**config.mk**
```make
export PLATFORM = sky130hd
export DESIGN_NAME = prcb_bank
export DESIGN_NICKNAME = d
export VERILOG_FILES = /design/src/logic/prcb_pkg.sv /design/src/logic/prcb_sync.sv /design/src/logic/prcb_resource.sv /design/src/logic/prcb_bank.sv
export SDC_FILE = /design/constraint.sdc
export NUM_CORES = 1
export LEC_CHECK = 0
export BUFFER_PORTS_ARGS = -buffer_cell sky130_fd_sc_hd__buf_4
export CAP_MARGIN = 30
export CORE_ASPECT_RATIO = 2
export CORE_MARGIN = 4
export CORE_UTILIZATION = 60
export CTS_CLUSTER_SIZE = 25
export DETAILED_ROUTE_END_ITERATION = 8
export PLACE_DENSITY = 0.83
export SYNTH_ARGS = -nofsm -noshare
export SYNTH_HDL_FRONTEND = slang
export SYNTH_SLANG_ARGS = --single-unit
```
**constraint.sdc**
```tcl
create_clock -name clk -period 4.71 [get_ports clk]
set_input_delay 0.7065 -clock clk [delete_from_list [all_inputs] [get_ports clk]]
set_output_delay 0.7065 -clock clk [all_outputs]
set_load 0.05 [all_outputs]
```
**src/logic/prcb_pkg.sv**
```systemverilog
// shared constants and types of the power resource configuration bank
package prcb_pkg;

    localparam int          PRCB_NUM_RES      = 5;
    localparam logic [6:0]  PRCB_DEVICE_ADDR  = 7'h4b;
    localparam logic [3:0]  PRCB_BYTE_BITS    = 4'h8;

    // resource order: power-on reset, clock enable, system enable, fast clock, slow clock
    localparam logic [7:0]  PRCB_RESET_OUT_GROUP   = 8'hdd;
    localparam logic [7:0]  PRCB_RESET_OUT_CLASS   = 8'hde;
    localparam logic [7:0]  PRCB_RESET_OUT_REMAP   = 8'hdf;
    localparam logic [7:0]  PRCB_CLOCK_EN_GROUP    = 8'he0;
    localparam logic [7:0]  PRCB_CLOCK_EN_CLASS    = 8'he1;
    localparam logic [7:0]  PRCB_CLOCK_EN_REMAP    = 8'he2;
    localparam logic [7:0]  PRCB_SYSTEM_EN_GROUP   = 8'he3;
    localparam logic [7:0]  PRCB_SYSTEM_EN_CLASS   = 8'he4;
    localparam logic [7:0]  PRCB_SYSTEM_EN_REMAP   = 8'he5;
    localparam logic [7:0]  PRCB_FAST_CLK_GROUP    = 8'he6;
    localparam logic [7:0]  PRCB_FAST_CLK_CLASS    = 8'he7;
    localparam logic [7:0]  PRCB_FAST_CLK_REMAP    = 8'he8;
    localparam logic [7:0]  PRCB_SLOW_CLK_GROUP    = 8'he9;
    localparam logic [7:0]  PRCB_SLOW_CLK_CLASS    = 8'hea;
    localparam logic [7:0]  PRCB_SLOW_CLK_REMAP    = 8'heb;

    localparam logic [39:0] PRCB_GROUP_OFFSETS = {PRCB_SLOW_CLK_GROUP, PRCB_FAST_CLK_GROUP,
        PRCB_SYSTEM_EN_GROUP, PRCB_CLOCK_EN_GROUP, PRCB_RESET_OUT_GROUP};
    localparam logic [39:0] PRCB_CLASS_OFFSETS = {PRCB_SLOW_CLK_CLASS, PRCB_FAST_CLK_CLASS,
        PRCB_SYSTEM_EN_CLASS, PRCB_CLOCK_EN_CLASS, PRCB_RESET_OUT_CLASS};
    localparam logic [39:0] PRCB_REMAP_OFFSETS = {PRCB_SLOW_CLK_REMAP, PRCB_FAST_CLK_REMAP,
        PRCB_SYSTEM_EN_REMAP, PRCB_CLOCK_EN_REMAP, PRCB_RESET_OUT_REMAP};

    // field layout
    localparam int          PRCB_GROUP_MSB    = 7;
    localparam int          PRCB_GROUP_LSB    = 5;
    localparam int          PRCB_WARM_BIT     = 4;
    localparam int          PRCB_SEC_MSB      = 4;
    localparam int          PRCB_SEC_LSB      = 3;
    localparam int          PRCB_PRI_MSB      = 2;
    localparam int          PRCB_OFF_MSB      = 7;
    localparam int          PRCB_OFF_LSB      = 4;
    localparam int          PRCB_SLEEP_MSB    = 3;

    // reset values
    localparam logic [2:0]  PRCB_GROUP_ALL    = 3'h7;
    localparam logic [1:0]  PRCB_SEC_RESET    = 2'h0;
    localparam logic [3:0]  PRCB_OFF_RESET    = 4'h0;
    localparam logic [3:0]  PRCB_SLEEP_RESET  = 4'h8;
    localparam logic [3:0]  PRCB_STATE_RESET  = 4'h0;
    localparam logic [2:0]  PRCB_RESERVED_RD  = 3'h0;
    localparam logic [7:0]  PRCB_UNMAPPED_RD  = 8'h00;
    localparam logic [14:0] PRCB_PRI_RESETS   = {3'h0, 3'h0, 3'h6, 3'h3, 3'h0};

    // system condition from the sequencer
    localparam logic [1:0]  PRCB_COND_ACTIVE  = 2'h0;
    localparam logic [1:0]  PRCB_COND_SLEEP   = 2'h1;
    localparam logic [1:0]  PRCB_COND_OFF     = 2'h2;

    typedef enum logic [3:0] {
        PRCB_IDLE, PRCB_ADDR, PRCB_ADDR_ACK, PRCB_PTR, PRCB_PTR_ACK,
        PRCB_WDATA, PRCB_WDATA_ACK, PRCB_RDATA, PRCB_RDATA_ACK
    } prcb_i2c_state_type;

endpackage : prcb_pkg

```
**src/logic/prcb_sync.sv**
```systemverilog
// three-stage pin synchroniser with agreement filter
`timescale 1ns/1ps
module prcb_sync #(
    parameter logic IDLE_LEVEL = 1'b1
) (
    input  wire logic clk,
    input  wire logic arst_n,
    input  wire logic pin,
    output logic      level
);
    logic stage1;
    logic stage2;
    logic stage3;

    always_ff @(posedge clk or negedge arst_n) begin
        if (!arst_n) begin
            stage1 <= IDLE_LEVEL;
            stage2 <= IDLE_LEVEL;
            stage3 <= IDLE_LEVEL;
        end else begin
            stage1 <= pin;
            stage2 <= stage1;
            stage3 <= stage2;
        end
    end

    // only stages two and three vote; stage one may be metastable
    always_ff @(posedge clk or negedge arst_n) begin
        if (!arst_n) begin
            level <= IDLE_LEVEL;
        end else if (stage2 == stage3) begin
            level <= stage3;
        end
    end
endmodule : prcb_sync

```
**src/logic/prcb_resource.sv**
```systemverilog
// one resource: group, class and remap registers
`timescale 1ns/1ps
module prcb_resource #(
    parameter logic [2:0] PRI_RESET = 3'h0
) (
    input  wire logic       clk,
    input  wire logic       arst_n,
    input  wire logic       wr_group,
    input  wire logic       wr_class,
    input  wire logic       wr_remap,
    input  wire logic [7:0] wr_data,
    input  wire logic       warm_enter,
    input  wire logic [3:0] present_state,
    input  wire logic [1:0] sys_cond,
    output logic      [7:0] group_rd,
    output logic      [7:0] class_rd,
    output logic      [7:0] remap_rd,
    output logic      [2:0] group_membership,
    output logic      [1:0] secondary_class,
    output logic      [2:0] primary_class,
    output logic      [3:0] target_state,
    output logic            vsel_restore
);
    logic       warm_cfg;
    logic [3:0] state;
    logic [3:0] off_state;
    logic [3:0] sleep_state;

    // warm-reset force beats a host write in the same cycle
    always_ff @(posedge clk or negedge arst_n) begin
        if (!arst_n) begin
            group_membership <= prcb_pkg::PRCB_GROUP_ALL;
            warm_cfg         <= 1'b0;
        end else begin
            if (warm_enter && warm_cfg) begin
                group_membership <= prcb_pkg::PRCB_GROUP_ALL;
            end else if (wr_group) begin
                group_membership <= wr_data[prcb_pkg::PRCB_GROUP_MSB:prcb_pkg::PRCB_GROUP_LSB];
            end
            if (wr_group) begin
                warm_cfg <= wr_data[prcb_pkg::PRCB_WARM_BIT];
            end
        end
    end

    // restore pulse on every warm entry, whatever the policy
    always_ff @(posedge clk or negedge arst_n) begin
        if (!arst_n) begin
            vsel_restore <= 1'b0;
        end else begin
            vsel_restore <= warm_enter;
        end
    end

    // state follows the sequencer only; host writes never reach it
    always_ff @(posedge clk or negedge arst_n) begin
        if (!arst_n) begin
            state <= prcb_pkg::PRCB_STATE_RESET;
        end else begin
            state <= present_state;
        end
    end

    always_ff @(posedge clk or negedge arst_n) begin
        if (!arst_n) begin
            secondary_class <= prcb_pkg::PRCB_SEC_RESET;
            primary_class   <= PRI_RESET;
        end else if (wr_class) begin
            secondary_class <= wr_data[prcb_pkg::PRCB_SEC_MSB:prcb_pkg::PRCB_SEC_LSB];
            primary_class   <= wr_data[prcb_pkg::PRCB_PRI_MSB:0];
        end
    end

    always_ff @(posedge clk or negedge arst_n) begin
        if (!arst_n) begin
            off_state   <= prcb_pkg::PRCB_OFF_RESET;
            sleep_state <= prcb_pkg::PRCB_SLEEP_RESET;
        end else if (wr_remap) begin
            off_state   <= wr_data[prcb_pkg::PRCB_OFF_MSB:prcb_pkg::PRCB_OFF_LSB];
            sleep_state <= wr_data[prcb_pkg::PRCB_SLEEP_MSB:0];
        end
    end

    // remap applies only in sleep or off; otherwise live state passes
    always_ff @(posedge clk or negedge arst_n) begin
        if (!arst_n) begin
            target_state <= prcb_pkg::PRCB_STATE_RESET;
        end else begin
            case (sys_cond)
                prcb_pkg::PRCB_COND_SLEEP: target_state <= sleep_state;
                prcb_pkg::PRCB_COND_OFF:   target_state <= off_state;
                default:                   target_state <= present_state;
            endcase
        end
    end

    assign group_rd = {group_membership, warm_cfg, state};
    assign class_rd = {prcb_pkg::PRCB_RESERVED_RD, secondary_class, primary_class};
    assign remap_rd = {off_state, sleep_state};
endmodule : prcb_resource

```
**src/logic/prcb_bank.sv**
```systemverilog
// power resource configuration bank reached over the two-wire serial port
`timescale 1ns/1ps
module prcb_bank #(
    parameter int         NUM_RES     = prcb_pkg::PRCB_NUM_RES,
    parameter logic [6:0] DEVICE_ADDR = prcb_pkg::PRCB_DEVICE_ADDR
) (
    input  wire logic                 clk,
    input  wire logic                 arst_n,
    input  wire logic                 scl,
    input  wire logic                 sda_in,
    output logic                      sda_out,
    output logic                      sda_oe_n,
    input  wire logic [NUM_RES-1:0]   warm_enter,
    input  wire logic [NUM_RES*4-1:0] present_state,
    input  wire logic [1:0]           sys_cond,
    output logic      [NUM_RES*3-1:0] group_membership,
    output logic      [NUM_RES*2-1:0] secondary_class,
    output logic      [NUM_RES*3-1:0] primary_class,
    output logic      [NUM_RES*4-1:0] target_state,
    output logic      [NUM_RES-1:0]   vsel_restore
);
    logic                        scl_s;
    logic                        sda_s;
    logic                        scl_q;
    logic                        sda_q;
    logic                        scl_rise;
    logic                        scl_fall;
    logic                        start_seen;
    logic                        stop_seen;
    prcb_pkg::prcb_i2c_state_type state;
    logic [3:0]                  bit_cnt;
    logic [7:0]                  shift_in;
    logic [7:0]                  shift_out;
    logic [7:0]                  pointer;
    logic                        read_mode;
    logic                        master_ack;
    logic                        wr_strobe;
    logic [7:0]                  wr_addr;
    logic [7:0]                  wr_byte;
    logic [7:0]                  rd_byte;
    logic [NUM_RES*8-1:0]        group_rd;
    logic [NUM_RES*8-1:0]        class_rd;
    logic [NUM_RES*8-1:0]        remap_rd;
    logic [NUM_RES-1:0]          wr_group;
    logic [NUM_RES-1:0]          wr_class;
    logic [NUM_RES-1:0]          wr_remap;

    prcb_sync #(
        .IDLE_LEVEL (1'b1)
    ) u_scl_sync (
        .clk    (clk),
        .arst_n (arst_n),
        .pin    (scl),
        .level  (scl_s)
    );

    prcb_sync #(
        .IDLE_LEVEL (1'b1)
    ) u_sda_sync (
        .clk    (clk),
        .arst_n (arst_n),
        .pin    (sda_in),
        .level  (sda_s)
    );

    always_ff @(posedge clk or negedge arst_n) begin
        if (!arst_n) begin
            scl_q <= 1'b1;
            sda_q <= 1'b1;
        end else begin
            scl_q <= scl_s;
            sda_q <= sda_s;
        end
    end

    assign scl_rise   = scl_s & ~scl_q;
    assign scl_fall   = ~scl_s & scl_q;
    assign start_seen = scl_s & scl_q & sda_q & ~sda_s;
    assign stop_seen  = scl_s & scl_q & ~sda_q & sda_s;

    // bits are sampled on rising clock edges only
    always_ff @(posedge clk or negedge arst_n) begin
        if (!arst_n) begin
            shift_in   <= 8'h00;
            master_ack <= 1'b0;
        end else if (scl_rise) begin
            if (state == prcb_pkg::PRCB_ADDR || state == prcb_pkg::PRCB_PTR
                    || state == prcb_pkg::PRCB_WDATA) begin
                shift_in <= {shift_in[6:0], sda_s};
            end
            if (state == prcb_pkg::PRCB_RDATA_ACK) begin
                master_ack <= ~sda_s;
            end
        end
    end

    // the line is only ever pulled low; a one is sent by releasing it
    always_ff @(posedge clk or negedge arst_n) begin
        if (!arst_n) begin
            sda_out <= 1'b0;
        end else begin
            sda_out <= 1'b0;
        end
    end

    // protocol sequencer; start and stop override any byte in progress
    always_ff @(posedge clk or negedge arst_n) begin
        if (!arst_n) begin
            state     <= prcb_pkg::PRCB_IDLE;
            bit_cnt   <= 4'h0;
            sda_oe_n  <= 1'b1;
            read_mode <= 1'b0;
            pointer   <= 8'h00;
            shift_out <= 8'h00;
            wr_strobe <= 1'b0;
            wr_addr   <= 8'h00;
            wr_byte   <= 8'h00;
        end else begin
            wr_strobe <= 1'b0;
            if (start_seen) begin
                state    <= prcb_pkg::PRCB_ADDR;
                bit_cnt  <= 4'h0;
                sda_oe_n <= 1'b1;
            end else if (stop_seen) begin
                state    <= prcb_pkg::PRCB_IDLE;
                sda_oe_n <= 1'b1;
            end else if (scl_rise) begin
                if (state == prcb_pkg::PRCB_ADDR || state == prcb_pkg::PRCB_PTR
                        || state == prcb_pkg::PRCB_WDATA) begin
                    bit_cnt <= bit_cnt + 4'h1;
                end
            end else if (scl_fall) begin
                case (state)
                    prcb_pkg::PRCB_ADDR: begin
                        if (bit_cnt == prcb_pkg::PRCB_BYTE_BITS) begin
                            if (shift_in[7:1] == DEVICE_ADDR) begin
                                state     <= prcb_pkg::PRCB_ADDR_ACK;
                                read_mode <= shift_in[0];
                                sda_oe_n  <= 1'b0;
                            end else begin
                                state <= prcb_pkg::PRCB_IDLE;
                            end
                        end
                    end
                    prcb_pkg::PRCB_ADDR_ACK: begin
                        if (read_mode) begin
                            state     <= prcb_pkg::PRCB_RDATA;
                            sda_oe_n  <= rd_byte[7];
                            shift_out <= {rd_byte[6:0], 1'b0};
                            bit_cnt   <= 4'h1;
                            pointer   <= pointer + 8'h01;
                        end else begin
                            state    <= prcb_pkg::PRCB_PTR;
                            sda_oe_n <= 1'b1;
                            bit_cnt  <= 4'h0;
                        end
                    end
                    prcb_pkg::PRCB_PTR: begin
                        if (bit_cnt == prcb_pkg::PRCB_BYTE_BITS) begin
                            state    <= prcb_pkg::PRCB_PTR_ACK;
                            pointer  <= shift_in;
                            sda_oe_n <= 1'b0;
                        end
                    end
                    prcb_pkg::PRCB_PTR_ACK, prcb_pkg::PRCB_WDATA_ACK: begin
                        state    <= prcb_pkg::PRCB_WDATA;
                        sda_oe_n <= 1'b1;
                        bit_cnt  <= 4'h0;
                    end
                    prcb_pkg::PRCB_WDATA: begin
                        if (bit_cnt == prcb_pkg::PRCB_BYTE_BITS) begin
                            state     <= prcb_pkg::PRCB_WDATA_ACK;
                            sda_oe_n  <= 1'b0;
                            wr_strobe <= 1'b1;
                            wr_addr   <= pointer;
                            wr_byte   <= shift_in;
                            pointer   <= pointer + 8'h01;
                        end
                    end
                    prcb_pkg::PRCB_RDATA: begin
                        if (bit_cnt == prcb_pkg::PRCB_BYTE_BITS) begin
                            state    <= prcb_pkg::PRCB_RDATA_ACK;
                            sda_oe_n <= 1'b1;
                        end else begin
                            sda_oe_n  <= shift_out[7];
                            shift_out <= {shift_out[6:0], 1'b0};
                            bit_cnt   <= bit_cnt + 4'h1;
                        end
                    end
                    prcb_pkg::PRCB_RDATA_ACK: begin
                        // a not-acknowledge ends the read burst
                        if (master_ack) begin
                            state     <= prcb_pkg::PRCB_RDATA;
                            sda_oe_n  <= rd_byte[7];
                            shift_out <= {rd_byte[6:0], 1'b0};
                            bit_cnt   <= 4'h1;
                            pointer   <= pointer + 8'h01;
                        end else begin
                            state    <= prcb_pkg::PRCB_IDLE;
                            sda_oe_n <= 1'b1;
                        end
                    end
                    default: begin
                        state    <= prcb_pkg::PRCB_IDLE;
                        sda_oe_n <= 1'b1;
                    end
                endcase
            end
        end
    end

    // write decode; one strobe per byte
    always_comb begin
        for (int i = 0; i < NUM_RES; i++) begin
            wr_group[i] = wr_strobe && (wr_addr == prcb_pkg::PRCB_GROUP_OFFSETS[i*8 +: 8]);
            wr_class[i] = wr_strobe && (wr_addr == prcb_pkg::PRCB_CLASS_OFFSETS[i*8 +: 8]);
            wr_remap[i] = wr_strobe && (wr_addr == prcb_pkg::PRCB_REMAP_OFFSETS[i*8 +: 8]);
        end
    end

    // read mux; unmapped offsets return zero
    always_comb begin
        rd_byte = prcb_pkg::PRCB_UNMAPPED_RD;
        for (int i = 0; i < NUM_RES; i++) begin
            if (pointer == prcb_pkg::PRCB_GROUP_OFFSETS[i*8 +: 8]) begin
                rd_byte = group_rd[i*8 +: 8];
            end
            if (pointer == prcb_pkg::PRCB_CLASS_OFFSETS[i*8 +: 8]) begin
                rd_byte = class_rd[i*8 +: 8];
            end
            if (pointer == prcb_pkg::PRCB_REMAP_OFFSETS[i*8 +: 8]) begin
                rd_byte = remap_rd[i*8 +: 8];
            end
        end
    end

    for (genvar g = 0; g < NUM_RES; g++) begin : g_res
        prcb_resource #(
            .PRI_RESET (prcb_pkg::PRCB_PRI_RESETS[g*3 +: 3])
        ) u_res (
            .clk              (clk),
            .arst_n           (arst_n),
            .wr_group         (wr_group[g]),
            .wr_class         (wr_class[g]),
            .wr_remap         (wr_remap[g]),
            .wr_data          (wr_byte),
            .warm_enter       (warm_enter[g]),
            .present_state    (present_state[g*4 +: 4]),
            .sys_cond         (sys_cond),
            .group_rd         (group_rd[g*8 +: 8]),
            .class_rd         (class_rd[g*8 +: 8]),
            .remap_rd         (remap_rd[g*8 +: 8]),
            .group_membership (group_membership[g*3 +: 3]),
            .secondary_class  (secondary_class[g*2 +: 2]),
            .primary_class    (primary_class[g*3 +: 3]),
            .target_state     (target_state[g*4 +: 4]),
            .vsel_restore     (vsel_restore[g])
        );
    end
endmodule : prcb_bank

```
==> results of run 1 <==
-- area by class of cell --
| class | count | area, µm² |
|---|---|---|
| Fill cell | 1261 | 5030 |
| Clock inverter | 12 | 184 |
| Tap cell | 204 | 255 |
| Timing Repair Buffer | 108 | 857 |
| Inverter | 21 | 78.8 |
| Clock buffer | 20 | 447 |
| Sequential cell | 191 | 4820 |
| Multi-Input combinational cell | 627 | 4510 |
-- metrics by stage --
stage / power [W] / worst slack, ns
3_3_place_gp: 0.00203 / 1.77
3_5_place_dp: 0.00204 / 1.62
4_1_cts: 0.00358 / 1.60
6_report: 0.00357 / 1.49
5_1_grt: 0.00369 / 1.26
2_1_floorplan: 0.00192 / 2.49
-- power by group through the flow --
stage,sequential [W],clock [W],combinational [W]
after global routing,0.00174,0.00165,0.000308
after global placement,0.00176,0,0.000269
after CTS,0.00173,0.00157,0.000277
after detailed placement,0.00176,0,0.000276
after floorplan,0.00181,0,0.000109
final,0.00173,0.00156,0.000282
-- worst min path at each step --
stage,start,end,slack [ns],cells past startpoint
global placement,u_scl_sync.stage1$_DFF_PN1_,u_scl_sync.stage2$_DFF_PN1_,0.35,0
finish,arst_n,wr_byte[6]$_DFFE_PN0P_,0.06,1
global route,arst_n,wr_byte[6]$_DFFE_PN0P_,0.05,1
floorplan,u_scl_sync.stage1$_DFF_PN1_,u_scl_sync.stage2$_DFF_PN1_,0.35,0
detailed placement,u_sda_sync.stage1$_DFF_PN1_,u_sda_sync.stage2$_DFF_PN1_,0.35,0
CTS,u_sda_sync.stage1$_DFF_PN1_,u_sda_sync.stage2$_DFF_PN1_,0.35,0
-- Yosys cell counts, types with 5 or more instances --
library cell	instances
a2111oi_0	5
a211oi_1	10
a21oi_1	21
a221oi_1	11
a22oi_1	21
a2bb2oi_1	7
a31oi_1	13
a32oi_1	5
and2_1	8
and3_1	9
buf_2	19
buf_4	23
clkbuf_1	36
dfrtp_1	156
dfstp_2	35
ha_1	12
inv_1	21
mux2_2	84
mux2_4	10
mux2i_1	16
nand2_1	78
nand2b_1	14
nand3_1	40
nand3b_1	8
nand4_1	5
nor2_1	38
nor2b_1	8
nor3_1	12
nor4_1	5
o2111ai_1	6
o211ai_1	7
o21a_1	9
o21ai_0	58
o221ai_1	9
o22ai_1	7
o31ai_1	6
o32ai_1	6
or3b_2	5
-- worst max-delay path, delay by kind of cell, from the launching register on --
kind / cells / cell delay, ns
AO/OA/AOI/OAI: 3 / 0.73
adder cells (fa/ha/maj): 1 / 0.70
buffers and inverters: 1 / 0.58
flip-flops: 1 / 0.54
AND/OR/NAND/NOR: 1 / 0.53
-- cells by family after synthesis --
kind of cell    Yosys count  synth area share
compound gates          239             0.171
buf+inv                 107            0.0551
simple gates            260             0.138
flops                   191             0.489
fa+ha+maj                14            0.0172
xor+xnor                  3           0.00266
other cells               1          0.000380
mux                     110             0.127
-- sequential cells by signal, summed over array words and instances (netlist names), 4 cells and up --
register                      count
bit_cnt                           4
g_res.u_res.group_membership     15
g_res.u_res.off_state            20
g_res.u_res.primary_class        15
g_res.u_res.secondary_class      10
g_res.u_res.sleep_state          20
g_res.u_res.state                20
g_res.u_res.target_state         20
g_res.u_res.vsel_restore          5
g_res.u_res.warm_cfg              5
pointer                           8
shift_in                          8
shift_out                         7
state                             4
wr_addr                           8
wr_byte                           8
-- metal layers --
metal | vias to the layer above | part of all wire
met4 | 0 | 0.086
met2 | 501 | 0.51
li1 | 3487 | -
met5 | - | 0
met3 | 156 | 0.074
met1 | 3998 | 0.33
==> summary.md, run 1 <==
| Metric | Value |
|---|---|
| Status | `completed` |
| First-pass GRT wire length | `roughly 47000 µm` |
| Syn nets | `968` |
| Register bit total from synthesis | `between 150 and 200` |
| Crit Path Category | `reg2reg` |
| Fmax | `a little over 300 MHz` |
| Ant. Diodes | `0` |
| Cell internal pwr | `roughly 0.0027 W` |
| DRC | `0` |
| IO buf count | `96` |
| Worst IR Drop VDD | `about 240 µV` |
| Worst Path Required | `5.02 ns` |
| Clock Power Share | `0.436` |
| Worst reg2reg path depth | `6` |
| Number of global-route vias before repair | `roughly 8200` |
| CORE AREA | `16200 µm²` |
| Sequential Power Share | `0.485` |
| ANT nets after route | `0` |
| Crit path max fanout | `22` |
| Most common cell after layout, fill and taps aside | `dfrtp_1` |
| Inst Count DP | `1149` |
| Ratio of cells with drive above 1 in the final layout | `0.291` |
| Final Skew | `approximately 0.0086 ns` |
| TritonCTS clock tree | `built` |
| Most Used Layer, Global Route | `met2` |
| Worst Setup End Kind | `flop` |
| Setup crit start | `pointer[0]$_DFFE_PN0P_` |
| Worst r2r src | `pointer[0]$_DFFE_PN0P_` |
| Largest net degree at the start of global routing | `about 120` |
| Final Cycle Share | `0.684` |
| Final core area utilization | `0.689` |
| Yosys top cell area share | `0.395` |
| Die footprint | `around 19000 µm²` |
| Sw Share | `0.246` |
| Final setup violating endpoints | `0` |
| Sequential fraction of the synthesis area | `0.489` |
| Critical path data arrival time | `between 3 and 4 ns` |
| Worst hold slack | `roughly 0.063 ns` |
| Slowest-stage cell, CP | `ha_1` |
| DRT Wirelength | `a little over 30000 µm` |
| Crit-path max cell delay | `~0.70 ns` |
| Met1 GRT Util | `0.368` |
| DIE WIDTH | `between 90 and 100 µm` |
| Most frequent cells in the layout | `dfrtp_1 (156), buf_4 (105), mux2_2 (84)` |
| Antenna violations before repair | `0` |
| Post-synth EDFFs | `0` |
| Final hold vios | `0` |
| Met2 Use GR | `0.559` |
| Syn avg cell area | `~11 µm²` |
| Reg-to-reg setup timing slack | `around 1.5 ns` |
| Fin cells | `~1200` |
| Fraction of registers with async set/reset | `1.00` |
| Clock root cell | `clkbuf_16` |
| Count of different cell masters after synthesis | `82` |
| Num CTS Buffers | `17` |
| Startpoint type of the worst setup path | `flop` |
| Critical Path End | `shift_out[5]$_DFFE_PN0P_` |
| RePlAce Congestion | `between 0.9 and 1` |
| Worst-margin pin slew | `about 1 ns` |
| Placed inst area | `roughly 10000 µm²` |
| Final Cell Area | `between 10000 and 15000 µm²` |
| Cell Area, Synth | `roughly 9900 µm²` |
| Synthesis-to-layout area growth | `12.9%` |
| Gates resized, CTS repair | `0` |
| Via Count | `just over 8000` |
| Detailed Route Iter0 Violations | `893` |
| First-pass DRT Iterations | `7` |
| Max-Cap Viols | `0` |
| Post-CTS setup repair buffer count | `0` |
| GRT Overall Usage | `0.330` |
| Gate count of the mapped netlist | `roughly 900` |
| Power per cell area | `321 nW/µm²` |
| CTS hold repair buffers | `0` |
| Worst hold path class | `in2async` |
| Skew-Pair Late Insertion Delay | `about 0.44 ns` |
| RSZ-0062 raised after global routing | `no` |
| # nets final | `between 1000 and 1500` |
| I/O pins | `98` |
| Psw | `about 0.00088 W` |
| GRT overflow | `0` |
| H-tree levels | `4` |
| CTS sink cnt | `between 150 and 200` |
| Worst-path clk slew | `0.07 ns` |
| RR Endpoint | `shift_out[5]$_DFFE_PN0P_` |
| FP Rows | `66` |
| Number of vias per cell | `just under 7` |
| Initial Utilization | `0.610` |
| M3 GR Usage | `0.0612` |
| Yosys top cell by area | `dfrtp_1` |
| Crit-path cells | `ha_1 -> inv_1 -> nor2_1 -> o21ai_0 -> a221oi_1 -> a211oi_1` |
| Ranking of synthesized cells by area | `dfrtp_1 (40%), mux2_2 (9.6%), dfstp_2 (9.3%)` |
| P_leak | `approximately 4.7 nW` |
| Longest Clk Path Bufs | `2` |
| Detailed placement HPWL | `around 22000 µm` |
| Avg WL per Cell | `around 26 µm` |
| Fin crit period | `3.22 ns` |
| Synth warn | `0` |
| Die height | `roughly 190 µm` |
| Post-synth top flop | `dfrtp_1` |
| Combinational power share | `0.079` |
| Slew Limit Fails | `0` |
| Max-slew headroom | `0.315` |
| Total negative setup slack | `0 ns` |
Power figures use the tool's default switching activity.
==> inputs of run 2 (changes only) <==
- clock period: 4.71 -> 3.35 ns (I/O delays scaled with it)
==> summary.md, run 2 (synthesis gave the netlist of run 1 again) <==
| Metric | Value |
|---|---|
| CP Buf/Inv Count | `1 (unchanged)` |
| Longest Clk Path Bufs | `2 (unchanged)` |
| Psw | `0.00127 W (+45%)` |
| Worst reg2reg path depth | `7 (+1)` |
| ANT nets after route | `0 (unchanged)` |
| Fin cells | `1196 (+1.1%)` |
| Worst hold path class | `in2async` |
| Clock Power Share | `0.436 (about the same)` |
| First-pass GRT wire length | `47300 µm (+0.61%)` |
| I/O pins | `98 (unchanged)` |
| Inst Count DP | `1164 (+1.3%)` |
| Ratio of cells with drive above 1 in the final layout | `0.301 (+0.0103)` |
| Number of global-route vias before repair | `8071 (-1.8%)` |
| H-tree levels | `4 (unchanged)` |
| P_leak | `4.79 nW (+1.1%)` |
| RePlAce Congestion | `1.03 (+3.9%)` |
| Power per cell area | `446 nW/µm² (+39%)` |
| Worst Path Required | `3.70 ns (-1.32 ns)` |
| Max-Cap Viols | `0 (unchanged)` |
| Cell family with the largest share of critical-path delay | `compound AO/OA/AOI/OAI gates` |
| Die height | `189 µm (unchanged)` |
| Combinational power share | `0.078 (about the same)` |
| Gates resized, CTS repair | `0 (unchanged)` |
| Detailed Route Iter0 Violations | `787 (-12%)` |
| RSZ-0062 raised after global routing | `no` |
| Crit-path cells | `inv_1 -> ha_1 -> nand2_1 -> a211o_1 -> a221oi_1 -> o221ai_1 -> o211ai_1` |
| DIE WIDTH | `98.7 µm (unchanged)` |
| Crit-path max cell delay | `0.68 ns (-0.02 ns)` |
| Num CTS Buffers | `17 (unchanged)` |
| Levels on crit path | `7 (+1)` |
| Antenna violations before repair | `0 (unchanged)` |
| Worst-path clk slew | `0.07 ns (about the same)` |
| CTS hold repair buffers | `0 (unchanged)` |
| Crit path max fanout | `18 (-18%)` |
| Worst Slack Setup Final | `0.475 ns (-1.01 ns)` |
| Fmax | `348 MHz (+12%)` |
| Total negative setup slack | `0 ns (unchanged)` |
| Critical path data arrival time | `3.22 ns (-0.32 ns)` |
| Post-CTS setup repair buffer count | `0 (unchanged)` |
| Worst Setup End Kind | `flop` |
| Skew-Pair Late Insertion Delay | `0.44 ns (about the same)` |
| Number of vias per cell | `6.70 (-2.6%)` |
| # fillers | `1233 (-2.2%)` |
| Largest net degree at the start of global routing | `87 (-29%)` |
| Worst-margin pin slew | `0.828 ns (-0.199 ns)` |
| CORE AREA | `16200 µm² (unchanged)` |
| Most common cell after layout, fill and taps aside | `dfrtp_1` |
| TritonCTS clock tree | `built` |
| Crit Path Category | `reg2reg` |
| Final Cycle Share | `0.858 (+0.174)` |
| Sequential Power Share | `0.486 (about the same)` |
| GRT Overall Usage | `0.332 (+0.00228)` |
| Most frequent cells in the layout | `dfrtp_1 (156), buf_4 (117), mux2_2 (84)` |
| Synthesis-to-layout area growth | `13.9%` |
| IO buf count | `96 (unchanged)` |
| Worst IR Drop VDD | `361 µV (+51%)` |
| Slew Limit Fails | `0 (unchanged)` |
| Final Skew | `0.0146 ns (+0.00596 ns)` |
| Avg WL per Cell | `25.7 µm (+0.15%)` |
| Startpoint type of the worst setup path | `flop` |
| Via Count | `8015 (-1.6%)` |
| Die footprint | `18700 µm² (unchanged)` |
| # nets final | `1022 (+1.3%)` |
| Slowest-stage cell, CP | `ha_1` |
| Final setup violating endpoints | `0 (unchanged)` |
| Max-slew headroom | `0.448 (+0.134)` |
| Cell internal pwr | `0.00375 W (+39%)` |
| Ant. Diodes | `0 (unchanged)` |
| Detailed placement HPWL | `22300 µm (+2.9%)` |
| DRC | `0 (unchanged)` |
| GRT overflow | `0 (unchanged)` |
| DRT Wirelength | `30700 µm (+1.3%)` |
| Clock root cell | `clkbuf_16` |
| Final hold vios | `0 (unchanged)` |
| Status | `completed` |
| Initial Utilization | `0.610 (unchanged)` |
| Worst slack at placement | `0.609 ns (-1.02 ns)` |
| FP Rows | `66 (unchanged)` |
| Reg-to-reg setup timing slack | `0.47 ns (-1.01 ns)` |
| First-pass DRT Iterations | `5 (-2)` |
| CTS sink cnt | `191 (unchanged)` |
| Sw Share | `0.253 (+0.00780)` |
| Fin crit period | `2.88 ns (-0.349 ns)` |
-- run 2: power by group through the flow --
stage	Sequential (W)	Combinational, W	Clock [W]
2_1_floorplan	0.00254	0.000154	0
3_3_place_gp	0.00248	0.000385	0
3_5_place_dp	0.00248	0.000394	0
4_1_cts	0.00243	0.000397	0.00219
5_1_grt	0.00244	0.000427	0.00229
6_report	0.00244	0.000391	0.00219
-- run 2: worst paths after layout --
kind / start / endpoint
worst max-delay path: pointer[0]$_DFFE_PN0P_ / shift_out[7]$_DFFE_PN0P_
worst min-delay path: arst_n / shift_in[6]$_DFFE_PN0P_
worst max register to register: pointer[0]$_DFFE_PN0P_ / shift_out[7]$_DFFE_PN0P_
worst min register to register: u_scl_sync.stage1$_DFF_PN1_ / u_scl_sync.stage2$_DFF_PN1_
max in group asynchronous: arst_n / g_res[0].u_res.group_membership[1]$_DFFE_PN1P_
min in group clk: sda_in / u_sda_sync.stage1$_DFF_PN1_
-- run 2: layer usage --
metal,vias to the layer above,GRT usage,wire length (µm)
li1,3514,-,-
met1,3952,0.378,10700
met2,433,0.576,15900
met3,116,0.0490,1960
met4,0,0.208,2150
met5,-,0,0
-- run 2: area by class of cell --
cell class | count | area [µm²] | share of cell area
clock inverters | 12 | 178 | 0.0158
well taps | 204 | 255 | 0.0227
repair buffers | 121 | 952 | 0.0846
clock buffers | 20 | 457 | 0.0406
inverters | 21 | 78.8 | 0.00701
multi-input cells | 627 | 4510 | 0.401
flip-flops and latches | 191 | 4820 | 0.429
-- run 2: worst reg2reg max path: cells and delay by family (launching register included) --
kind	cells	cell delay, ns
AO/OA/AOI/OAI	4	1.29
adder cells (fa/ha/maj)	1	0.68
flip-flops	1	0.48
AND/OR/NAND/NOR	1	0.19
buffers and inverters	1	0.15
-- run 2: metrics by stage --
step,power (W),util,instance area [µm²],hold WS [ns]
finish,0.00502,0.695,11200,0.121
global route,0.00516,0.695,11200,0.162
CTS,0.00502,0.695,11200,0.150
detailed placement,0.00287,0.656,10600,0.348
global placement,0.00286,0.656,10600,0.351
floorplan,0.00269,-,9870,0.207
